<file path="src/core/t1rx_regs.vh">
// Register offsets, field positions, reset values and timing counts.
`ifndef T1RX_REGS_VH
`define T1RX_REGS_VH

`define T1RX_ADDR_IO_CFG     16'h0084
`define T1RX_ADDR_ALARM_EVT  16'h0090
`define T1RX_ADDR_LINE_EVT   16'h0091
`define T1RX_ADDR_CODE_EVT   16'h0092
`define T1RX_ADDR_ALARM_MASK 16'h00a0
`define T1RX_ADDR_CODE_MASK  16'h00a2
`define T1RX_ADDR_ALARM_LIVE 16'h00b0
`define T1RX_ADDR_CODE_LIVE  16'h00b2

`define T1RX_RESET_VAL       8'h00
`define T1RX_UNMAPPED_VAL    8'h00

`define T1RX_IO_SYNC_INVERT  6
`define T1RX_IO_SHIFT_EN     5
`define T1RX_IO_CLK_RATE     4
`define T1RX_IO_MF_SKIP      3
`define T1RX_IO_MODE_SECOND  1
`define T1RX_IO_MODE_FIRST   0

`define T1RX_LINE_PDV        7
`define T1RX_LINE_ALIGN      5
`define T1RX_LINE_ZERO8      4
`define T1RX_LINE_ZERO16     3
`define T1RX_LINE_SEVERE     2
`define T1RX_LINE_B8ZS       1
`define T1RX_LINE_FBIT       0

`define T1RX_LOS_ZEROS       192
`define T1RX_ZERO_RUN_SHORT  8
`define T1RX_ZERO_RUN_LONG   16
`define T1RX_CLK_PERIOD_NS   20
`define T1RX_CHANNEL_TIME_NS 5180
`define T1RX_CHANNEL_CYCLES  (`T1RX_CHANNEL_TIME_NS / `T1RX_CLK_PERIOD_NS)

`endif

</file>
<file path="src/core/t1rx_status.v">
// Receive alarm, line event and sync output logic for one T1 port.
//
// Summary of operation
// - Shift enable bit drives backplane sync shifting.
// - Skip bit halves multiframe sync pulses.
// - T1 frame mode: double-wide signaling-frame pulses.
// - E1 multiframe mode: CAS or CRC4 boundaries.
// - First mode bit: frame or multiframe pulses.
// - Remote alarm and AIS bits follow, unlatched.
// - Signal loss after 192 consecutive line zeros.
// - Frame loss while framer out of sync.
// - Alarm rises and falls latch separate events.
// - Alarm mask bits enable summary interrupts, reset zero.
// - Line events latch but never interrupt.
// - Latch pulse density violation event.
// - Latch change of frame alignment event.
// - Latch eight-zero and sixteen-zero runs.
// - Latch severely errored framing event.
// - Latch B8ZS codeword, decoding on or off.
// - Latch every framing bit error.
// - Clock loss after eight idle bit periods.
// - Live spare, loop-down, loop-up code bits.
// - Clock and code edges latch events.
// - All config, event, mask bits reset zero.
// - Masked events stay out of summary bits.
`timescale 1ns/100ps
`include "t1rx_regs.vh"

module t1rx_status
(
  input  wire        clock,
  input  wire        rst_b,
  input  wire [15:0] reg_addr,
  input  wire        reg_wr_en,
  input  wire        reg_rd_en,
  input  wire [7:0]  reg_wr_data,
  output reg  [7:0]  reg_rd_data,
  input  wire        rx_line_clock,
  input  wire        line_positive_input,
  input  wire        line_negative_input,
  input  wire        remote_alarm_cond,
  input  wire        all_ones_cond,
  input  wire        framer_in_sync,
  input  wire        e1_mode,
  input  wire        pulse_density_pulse,
  input  wire        alignment_change_pulse,
  input  wire        severe_framing_pulse,
  input  wire        frame_bit_error_pulse,
  input  wire        spare_code_match,
  input  wire        loop_down_code_match,
  input  wire        loop_up_code_match,
  input  wire        frame_boundary,
  input  wire        multiframe_boundary,
  input  wire        crc4_multiframe_boundary,
  input  wire        signaling_frame,
  output reg         receive_sync_pin,
  output wire        sync_shift_enable,
  output wire        backplane_clock_rate_select,
  output wire [1:0]  rx_interrupt_summary
);

  localparam CHANNEL_CYCLES = `T1RX_CHANNEL_CYCLES;
  localparam [2:0] SYNC_IDLE  = 3'b001;
  localparam [2:0] SYNC_LAST  = 3'b010;
  localparam [2:0] SYNC_FIRST = 3'b100;

  // Registers visible to the host.
  reg [7:0] io_cfg_r;
  reg [7:0] alarm_evt_r;
  reg [7:0] line_evt_r;
  reg [7:0] code_evt_r;
  reg [7:0] alarm_mask_r;
  reg [7:0] code_mask_r;

  // Pin synchronisers.
  reg [1:0] clk_sync_r;
  reg [1:0] pos_sync_r;
  reg [1:0] neg_sync_r;
  reg       clk_seen_r;

  // Line monitoring state.
  reg [7:0] zero_run_r;
  reg [8:0] idle_cnt_r;
  reg       clock_loss_r;
  reg [7:0] hist_pos_r;
  reg [7:0] hist_neg_r;
  reg       pol_before_r;

  // Previous live values for edge detection.
  reg [3:0] alarm_prev_r;
  reg [3:0] code_prev_r;

  // Sync output state.
  reg [2:0] sync_state_r;
  reg [2:0] sync_state_nxt;
  reg       mf_toggle_r;

  wire       bit_edge;
  wire       line_pos;
  wire       line_neg;
  wire       line_zero;
  wire       los_live;
  wire [3:0] alarm_live;
  wire [3:0] code_live;
  wire [7:0] alarm_set;
  wire [7:0] line_set;
  wire [7:0] code_set;
  wire [7:0] win_pos;
  wire [7:0] win_neg;
  wire       b8zs_hit;
  wire       wr_alarm_evt;
  wire       wr_line_evt;
  wire       wr_code_evt;
  wire       mf_pick;
  wire       mf_mode;
  wire       wide_frame;
  reg        sync_start;
  reg        sync_wide;

  // W1C update: a new event always wins over the host's clear.
  function [7:0] w1c_next;
    input [7:0] cur;
    input [7:0] set;
    input       wr;
    input [7:0] data;
    begin
      w1c_next = (cur & ~(wr ? data : 8'h00)) | set;
    end
  endfunction

  // Rising and falling edges packed as {falls, rises}.
  function [7:0] edge_events;
    input [3:0] live;
    input [3:0] prev;
    begin
      edge_events = {~live & prev, live & ~prev};
    end
  endfunction

  assign line_pos  = pos_sync_r[1];
  assign line_neg  = neg_sync_r[1];
  assign line_zero = ~line_pos & ~line_neg;
  assign bit_edge  = clk_sync_r[1] & ~clk_seen_r;

  always @(posedge clock or negedge rst_b)
  begin
    if (!rst_b)
    begin
      clk_sync_r <= 2'h0;
      pos_sync_r <= 2'h0;
      neg_sync_r <= 2'h0;
      clk_seen_r <= 1'b0;
    end
    else
    begin
      clk_sync_r <= {clk_sync_r[0], rx_line_clock};
      pos_sync_r <= {pos_sync_r[0], line_positive_input};
      neg_sync_r <= {neg_sync_r[0], line_negative_input};
      clk_seen_r <= clk_sync_r[1];
    end
  end

  // Zero runs are counted on each received bit and saturate past the loss threshold.
  always @(posedge clock or negedge rst_b)
  begin
    if (!rst_b)
      zero_run_r <= 8'h00;
    else if (bit_edge)
    begin
      if (!line_zero)
        zero_run_r <= 8'h00;
      else if (zero_run_r != 8'hff)
        zero_run_r <= zero_run_r + 8'h01;
    end
  end

  assign los_live = (zero_run_r >= `T1RX_LOS_ZEROS);

  // Clock loss: no rising or falling edge of the line clock for one channel time.
  always @(posedge clock or negedge rst_b)
  begin
    if (!rst_b)
    begin
      idle_cnt_r   <= 9'h000;
      clock_loss_r <= 1'b0;
    end
    else if (clk_sync_r[1] != clk_seen_r)
    begin
      idle_cnt_r   <= 9'h000;
      clock_loss_r <= 1'b0;
    end
    else if (idle_cnt_r >= CHANNEL_CYCLES[8:0] - 9'h001)
      clock_loss_r <= 1'b1;
    else
      idle_cnt_r <= idle_cnt_r + 9'h001;
  end

  // Eight-bit window of received pulses for codeword search.
  always @(posedge clock or negedge rst_b)
  begin
    if (!rst_b)
    begin
      hist_pos_r   <= 8'h00;
      hist_neg_r   <= 8'h00;
      pol_before_r <= 1'b0;
    end
    else if (bit_edge)
    begin
      hist_pos_r <= {hist_pos_r[6:0], line_pos};
      hist_neg_r <= {hist_neg_r[6:0], line_neg};
      if (hist_pos_r[7] | hist_neg_r[7])
        pol_before_r <= hist_pos_r[7];
    end
  end

  // Newest bit at index 0; pattern oldest first is 0 0 0 V B 0 V B.
  assign win_pos = hist_pos_r;
  assign win_neg = hist_neg_r;
  assign b8zs_hit = ((win_pos | win_neg) == 8'h1b)
                  && ((win_pos & win_neg) == 8'h00)
                  && (win_pos[4] == pol_before_r)
                  && (win_pos[3] != win_pos[4])
                  && (win_pos[1] == win_pos[3])
                  && (win_pos[0] != win_pos[1]);

  assign alarm_live = {remote_alarm_cond, all_ones_cond,
                       los_live, ~framer_in_sync};
  assign code_live  = {clock_loss_r, spare_code_match,
                       loop_down_code_match, loop_up_code_match};

  always @(posedge clock or negedge rst_b)
  begin
    if (!rst_b)
    begin
      alarm_prev_r <= 4'h0;
      code_prev_r  <= 4'h0;
    end
    else
    begin
      alarm_prev_r <= alarm_live;
      code_prev_r  <= code_live;
    end
  end

  assign alarm_set = edge_events(alarm_live, alarm_prev_r);
  assign code_set  = edge_events(code_live, code_prev_r);

  assign line_set[`T1RX_LINE_PDV]    = pulse_density_pulse;
  assign line_set[6]                 = 1'b0;
  assign line_set[`T1RX_LINE_ALIGN]  = alignment_change_pulse;
  assign line_set[`T1RX_LINE_ZERO8]  = bit_edge & line_zero
                                     & (zero_run_r == `T1RX_ZERO_RUN_SHORT - 1);
  assign line_set[`T1RX_LINE_ZERO16] = bit_edge & line_zero
                                     & (zero_run_r == `T1RX_ZERO_RUN_LONG - 1);
  assign line_set[`T1RX_LINE_SEVERE] = severe_framing_pulse;
  assign line_set[`T1RX_LINE_B8ZS]   = bit_edge & b8zs_hit;
  assign line_set[`T1RX_LINE_FBIT]   = frame_bit_error_pulse;

  assign wr_alarm_evt = reg_wr_en & (reg_addr == `T1RX_ADDR_ALARM_EVT);
  assign wr_line_evt  = reg_wr_en & (reg_addr == `T1RX_ADDR_LINE_EVT);
  assign wr_code_evt  = reg_wr_en & (reg_addr == `T1RX_ADDR_CODE_EVT);

  always @(posedge clock or negedge rst_b)
  begin
    if (!rst_b)
    begin
      io_cfg_r     <= `T1RX_RESET_VAL;
      alarm_evt_r  <= `T1RX_RESET_VAL;
      line_evt_r   <= `T1RX_RESET_VAL;
      code_evt_r   <= `T1RX_RESET_VAL;
      alarm_mask_r <= `T1RX_RESET_VAL;
      code_mask_r  <= `T1RX_RESET_VAL;
    end
    else
    begin
      alarm_evt_r <= w1c_next(alarm_evt_r, alarm_set, wr_alarm_evt, reg_wr_data);
      line_evt_r  <= w1c_next(line_evt_r, line_set, wr_line_evt, reg_wr_data);
      code_evt_r  <= w1c_next(code_evt_r, code_set, wr_code_evt, reg_wr_data);
      if (reg_wr_en && reg_addr == `T1RX_ADDR_IO_CFG)
        io_cfg_r <= reg_wr_data & 8'hfb;
      if (reg_wr_en && reg_addr == `T1RX_ADDR_ALARM_MASK)
        alarm_mask_r <= reg_wr_data;
      if (reg_wr_en && reg_addr == `T1RX_ADDR_CODE_MASK)
        code_mask_r <= reg_wr_data;
    end
  end

  // Read data is registered and holds until the next read.
  always @(posedge clock or negedge rst_b)
  begin
    if (!rst_b)
      reg_rd_data <= `T1RX_RESET_VAL;
    else if (reg_rd_en)
    begin
      case (reg_addr)
        `T1RX_ADDR_IO_CFG:     reg_rd_data <= io_cfg_r;
        `T1RX_ADDR_ALARM_EVT:  reg_rd_data <= alarm_evt_r;
        `T1RX_ADDR_LINE_EVT:   reg_rd_data <= line_evt_r;
        `T1RX_ADDR_CODE_EVT:   reg_rd_data <= code_evt_r;
        `T1RX_ADDR_ALARM_MASK: reg_rd_data <= alarm_mask_r;
        `T1RX_ADDR_CODE_MASK:  reg_rd_data <= code_mask_r;
        `T1RX_ADDR_ALARM_LIVE: reg_rd_data <= {4'h0, alarm_live};
        `T1RX_ADDR_CODE_LIVE:  reg_rd_data <= {4'h0, code_live};
        default:               reg_rd_data <= `T1RX_UNMAPPED_VAL;
      endcase
    end
  end

  // Line events never reach the summary; bit 1 carries the clock and code events.
  assign rx_interrupt_summary[0] = |(alarm_evt_r & alarm_mask_r);
  assign rx_interrupt_summary[1] = |(code_evt_r & code_mask_r);

  // The backplane logic uses these two bits; the host keeps them matched.
  assign sync_shift_enable           = io_cfg_r[`T1RX_IO_SHIFT_EN];
  assign backplane_clock_rate_select = io_cfg_r[`T1RX_IO_CLK_RATE];

  assign mf_mode    = io_cfg_r[`T1RX_IO_MODE_FIRST];
  assign mf_pick    = (e1_mode && io_cfg_r[`T1RX_IO_MODE_SECOND])
                    ? crc4_multiframe_boundary
                    : multiframe_boundary;
  assign wide_frame = ~e1_mode & io_cfg_r[`T1RX_IO_MODE_SECOND]
                    & signaling_frame;

  // Toggle picks every other multiframe when skipping is on.
  always @(posedge clock or negedge rst_b)
  begin
    if (!rst_b)
      mf_toggle_r <= 1'b0;
    else if (mf_mode && mf_pick)
      mf_toggle_r <= ~mf_toggle_r;
  end

  always @*
  begin
    sync_start = 1'b0;
    sync_wide  = 1'b0;
    if (mf_mode)
      sync_start = mf_pick
                 & (~io_cfg_r[`T1RX_IO_MF_SKIP] | ~mf_toggle_r);
    else
    begin
      sync_start = frame_boundary;
      sync_wide  = wide_frame;
    end
  end

  // Pulse lasts one bit period, or two when double wide.
  always @*
  begin
    sync_state_nxt = sync_state_r;
    case (sync_state_r)
      SYNC_IDLE:
      begin
        if (sync_start)
          sync_state_nxt = sync_wide ? SYNC_FIRST : SYNC_LAST;
      end
      SYNC_FIRST:
      begin
        if (bit_edge)
          sync_state_nxt = SYNC_LAST;
      end
      SYNC_LAST:
      begin
        if (bit_edge)
          sync_state_nxt = SYNC_IDLE;
      end
      default:
        sync_state_nxt = SYNC_IDLE;
    endcase
  end

  always @(posedge clock or negedge rst_b)
  begin
    if (!rst_b)
    begin
      sync_state_r     <= SYNC_IDLE;
      receive_sync_pin <= 1'b0;
    end
    else
    begin
      sync_state_r     <= sync_state_nxt;
      receive_sync_pin <= (sync_state_nxt != SYNC_IDLE)
                        ^ io_cfg_r[`T1RX_IO_SYNC_INVERT];
    end
  end

endmodule

</file>
<file path="config.mk">
export PLATFORM = sky130hd
export DESIGN_NAME = t1rx_status
export DESIGN_NICKNAME = d
export VERILOG_FILES = /design/src/core/t1rx_status.v
export VERILOG_INCLUDE_DIRS = /design/src /design/src/core
export SDC_FILE = /design/constraint.sdc
export NUM_CORES = 1
export LEC_CHECK = 0
export BUFFER_PORTS_ARGS = -buffer_cell sky130_fd_sc_hd__clkbuf_2
export CORE_ASPECT_RATIO = 1.25
export CORE_MARGIN = 2
export CORE_UTILIZATION = 45
export CTS_BUF_LIST = sky130_fd_sc_hd__clkbuf_4 sky130_fd_sc_hd__clkbuf_8
export CTS_CLUSTER_DIAMETER = 30
export DETAILED_ROUTE_END_ITERATION = 12
export PLACE_DENSITY = 0.7
export SYNTH_ARGS = -nofsm -noshare
export SYNTH_HDL_FRONTEND = slang
export SYNTH_SLANG_ARGS = --single-unit
</file>
<file path="constraint.sdc">
create_clock -name clock -period 4.9 [get_ports clock]
set_input_delay 1.225 -clock clock [delete_from_list [all_inputs] [get_ports clock]]
set_output_delay 1.225 -clock clock [all_outputs]
set_load 0.01 [all_outputs]
</file>
==> flow_results.xml <==
<?xml version="1.0" encoding="UTF-8"?>
<metrics>
  <group name="outcome">
    <metric name="run_status" unit="">finished clean</metric>
  </group>
  <group name="critical_path">
    <metric name="timing.critical_path.from_type" unit="">input pin</metric>
    <metric name="setup.worst_path.end_class" unit="">register</metric>
    <metric name="critPathRequiredTime" unit="ps">5170</metric>
    <metric name="timing.critical_path.arrival" unit="ps">3550</metric>
    <metric name="worst-setup-path-type" unit="">input pin to register</metric>
    <metric name="critical_path.max_fanout" unit="">10</metric>
  </group>
  <group name="yosys">
    <metric name="synth-async-reset-ratio" unit="%">100</metric>
    <metric name="fraction_of_synthesized_cell_area_taken_by_the_top_area_cell_type" unit="%">53.5</metric>
    <metric name="post_synth_main_area_contributors" unit="">dfrtp_1 (54%), mux2_2 (8.6%), nand2_1 (3.5%)</metric>
    <metric name="synth_enable_flop_cells" unit="">0</metric>
    <metric name="syn_avg_cell_area" unit="um2">11.4</metric>
    <metric name="synthCells" unit="">447</metric>
    <metric name="yosysMostFrequentCell" unit="">dfrtp_1</metric>
    <metric name="yosys.area.top_type" unit="">dfrtp_1</metric>
    <metric name="number_of_library_cell_types_mapped_by_synthesis" unit="">61</metric>
    <metric name="ys_seq_elements" unit="">110</metric>
    <metric name="ys_dominant_reg_cell" unit="">dfrtp_1</metric>
    <metric name="top_cells_by_instance_count_after_synthesis" unit="">dfrtp_1 (109), nand2_1 (47), mux2_2 (39)</metric>
    <metric name="synth-warning-count" unit="">0</metric>
    <metric name="synth_sequential_area_ratio" unit="%">54.0</metric>
    <metric name="mappedNetlistNets" unit="">497</metric>
    <metric name="synth.cell_area" unit="um2">5100</metric>
  </group>
  <group name="finish">
    <metric name="final_cells" unit="">642</metric>
    <metric name="layout.cell_area.non_filler" unit="um2">5690</metric>
    <metric name="antenna_cells_inserted" unit="">0</metric>
    <metric name="post_route_cells_drive_above_1_share" unit="%">25.8</metric>
    <metric name="largest_reg_flops" unit="">9</metric>
    <metric name="regMostFlops" unit="">idle_cnt_r</metric>
    <metric name="final_layout_fill_cell_count" unit="">1006</metric>
    <metric name="syn_to_final_growth" unit="%">11.6</metric>
    <metric name="finalNetCount" unit="">552</metric>
  </group>
  <group name="worst_hold_path">
    <metric name="hold_path.class" unit="">register to register</metric>
  </group>
  <group name="drt">
    <metric name="final_antenna_net_count" unit="">0</metric>
    <metric name="detail_route.iter0.violations" unit="">248</metric>
    <metric name="drt-vias-per-instance" unit="">5.84</metric>
    <metric name="post-route-drc-count" unit="">0</metric>
    <metric name="detail_route.wirelength" unit="um">12100</metric>
    <metric name="drt-pass1-iter-count" unit="">4</metric>
    <metric name="dr_total_vias" unit="">3751</metric>
    <metric name="wl_per_cell" unit="um">18.9</metric>
  </group>
  <group name="sta">
    <metric name="final.setup.tns" unit="ps">0</metric>
    <metric name="period_minus_slack" unit="ps">3280</metric>
    <metric name="max_slew.worst_pin.slew" unit="ps">997</metric>
    <metric name="timing.max_slew.rel_slack" unit="%">33.5</metric>
    <metric name="finalHoldViolations" unit="">0</metric>
    <metric name="timing.final.crit_share" unit="%">66.9</metric>
    <metric name="fin_ws" unit="ps">1620</metric>
    <metric name="fmax" unit="GHz">0.305</metric>
    <metric name="worst_clock_skew" unit="ps">12.6</metric>
    <metric name="timing.final.setup_violations" unit="">0</metric>
    <metric name="drv_slew" unit="">0</metric>
    <metric name="unrepaired_setup_endpoints_after_global_routing" unit="">false</metric>
  </group>
  <group name="global_routing">
    <metric name="globalRouteMet3Util" unit="%">4.24</metric>
    <metric name="use_met1" unit="%">24.6</metric>
    <metric name="vias_in_the_first_global_route" unit="">3759</metric>
    <metric name="pin_count_of_the_biggest_net_entering_global_routing" unit="">80</metric>
    <metric name="grt_antenna_before_repair" unit="">0</metric>
    <metric name="gr-max-usage-layer" unit="">met2</metric>
    <metric name="grt_first_pass_wirelength" unit="um">19500</metric>
    <metric name="grt.overflow.total" unit="">0</metric>
    <metric name="global_route.usage.total" unit="%">20.7</metric>
    <metric name="use_met2" unit="%">34.2</metric>
  </group>
  <group name="power_and_ir_drop">
    <metric name="power_density" unit="nW/um2">314</metric>
    <metric name="power_total" unit="uW">1780</metric>
    <metric name="power.ir.vdd_worst" unit="mV">0.172</metric>
    <metric name="leakagePower" unit="uW">0.00256</metric>
  </group>
  <group name="cts">
    <metric name="cts.reportedPaths.clkPinSlew" unit="ps">110</metric>
    <metric name="ctsHtreeMaxLevel" unit="">3</metric>
    <metric name="clock_tree.root_cell" unit="">clkbuf_8</metric>
    <metric name="cts_max_path_buffers" unit="">2</metric>
    <metric name="tritoncts" unit="">done</metric>
    <metric name="ctsResizeCount" unit="">0</metric>
    <metric name="cts.sink_count" unit="">110</metric>
    <metric name="clk_latency_worst_skew_pair" unit="ps">380</metric>
    <metric name="tritoncts.num_buffers" unit="">9</metric>
    <metric name="post_cts_hold_buffers" unit="">0</metric>
    <metric name="cts_post_setup_buffers_inserted" unit="">0</metric>
  </group>
  <group name="floorplanning">
    <metric name="core_region_area" unit="um2">11100</metric>
    <metric name="dieHeight" unit="um">123</metric>
    <metric name="boundaryPins" unit="">59</metric>
    <metric name="die_x" unit="um">99.2</metric>
    <metric name="rows" unit="">43</metric>
    <metric name="fp.dieArea" unit="um2">12200</metric>
    <metric name="start_util" unit="%">46.0</metric>
  </group>
  <group name="place">
    <metric name="post_place_cells" unit="">626</metric>
    <metric name="hpwlAfterDp" unit="um">9180</metric>
    <metric name="port_buffers" unit="">58</metric>
    <metric name="dpl_worst_slack" unit="ps">1250</metric>
    <metric name="gp_routability_congestion" unit="">0.950</metric>
    <metric name="cell_area_after_placement" unit="um2">5490</metric>
  </group>
  <group name="run">
    <metric name="max-cap-violations" unit="">0</metric>
  </group>
</metrics>
## cells by family after synthesis
group                    after synthesis  share of synthesized area (%)
AND/OR/NAND/NOR                      143                           16.2
multiplexers                          43                           9.40
buffers and inverters                 44                           3.68
AO/OA/AOI/OAI                         88                           13.2
XOR/XNOR                              15                           2.58
adder cells (fa/ha/maj)                4                          0.982
flip-flops                           110                           54.0
## stage by stage
stage               utilization [%]  hold WS (ps)
finish                         51.3           362
global route                   51.3           372
CTS                            51.3           363
detailed placement             49.5           336
global placement               49.5           331
floorplan                         -           331
## metal layers
metal / up-vias / part of all wire [%]
li1: 1743 / -
met1: 1850 / 41
met5: - / 0
met2: 119 / 49
met4: 0 / 6.0
met3: 39 / 3.9
## where the power goes
| group | switching [uW] | internal, uW | total [uW] | leakage, uW |
|---|---|---|---|---|
| logic | 94.6 | 95.7 | 190 | 0.00111 |
| clock network | 329 | 212 | 541 | 0.0000993 |
| registers | 66.2 | 988 | 1050 | 0.00136 |
| total | 489 | 1300 | 1780 | 0.00256 |
## path summary, 6_finish.rpt
path | slack, ps | depth (start not counted) | endpoint | startpoint
worst min register to register | 360 | 0 | neg_sync_r[1] | neg_sync_r[0]
worst max-delay path | 1620 | 7 | line_evt_r[1] | reg_addr[9]
worst max register to register | 2570 | 6 | zero_run_r[6] | clk_seen_r
max in group asynchronous | 2850 | 2 | sync_state_r[0] | rst_b
min in group asynchronous | 970 | 1 | line_evt_r[7] | rst_b
worst min-delay path | 360 | 0 | neg_sync_r[1] | neg_sync_r[0]
## cells in the final DEF (no fill, tap or decap), types with 5 or more instances in the layout
master	synthesis	layout
o22ai_1	7	7
nor4_1	10	10
a22oi_1	21	21
nor2_1	20	20
nor3_1	7	7
dfrtp_1	109	109
a21o_1	5	5
o21ai_0	12	12
a22o_1	11	11
and2_1	10	10
nand2_1	47	47
xnor2_1	12	12
clkbuf_2	0	57
mux2_2	39	39
clkbuf_8	0	10
a221oi_1	6	6
nand3_1	6	6
or4_1	7	7
inv_1	29	29
## critical path: stages
cell	delay (ps)
clkbuf_2	70
or4_1	740
or2_1	440
nor3_2	300
and2_1	440
nand2_1	100
a32o_1	210
## area by class of cell
type | instances | area, um2 | share of cell area, %
tap | 135 | 169 | 2.97
inverter | 29 | 109 | 1.91
clock buffer | 10 | 138 | 2.42
clock inverter | 6 | 63.8 | 1.12
timing repair buffer | 59 | 300 | 5.28
multi-input combinational | 293 | 2160 | 37.9
sequential | 110 | 2750 | 48.4
Note: power is estimated with default switching activity, not from simulation.
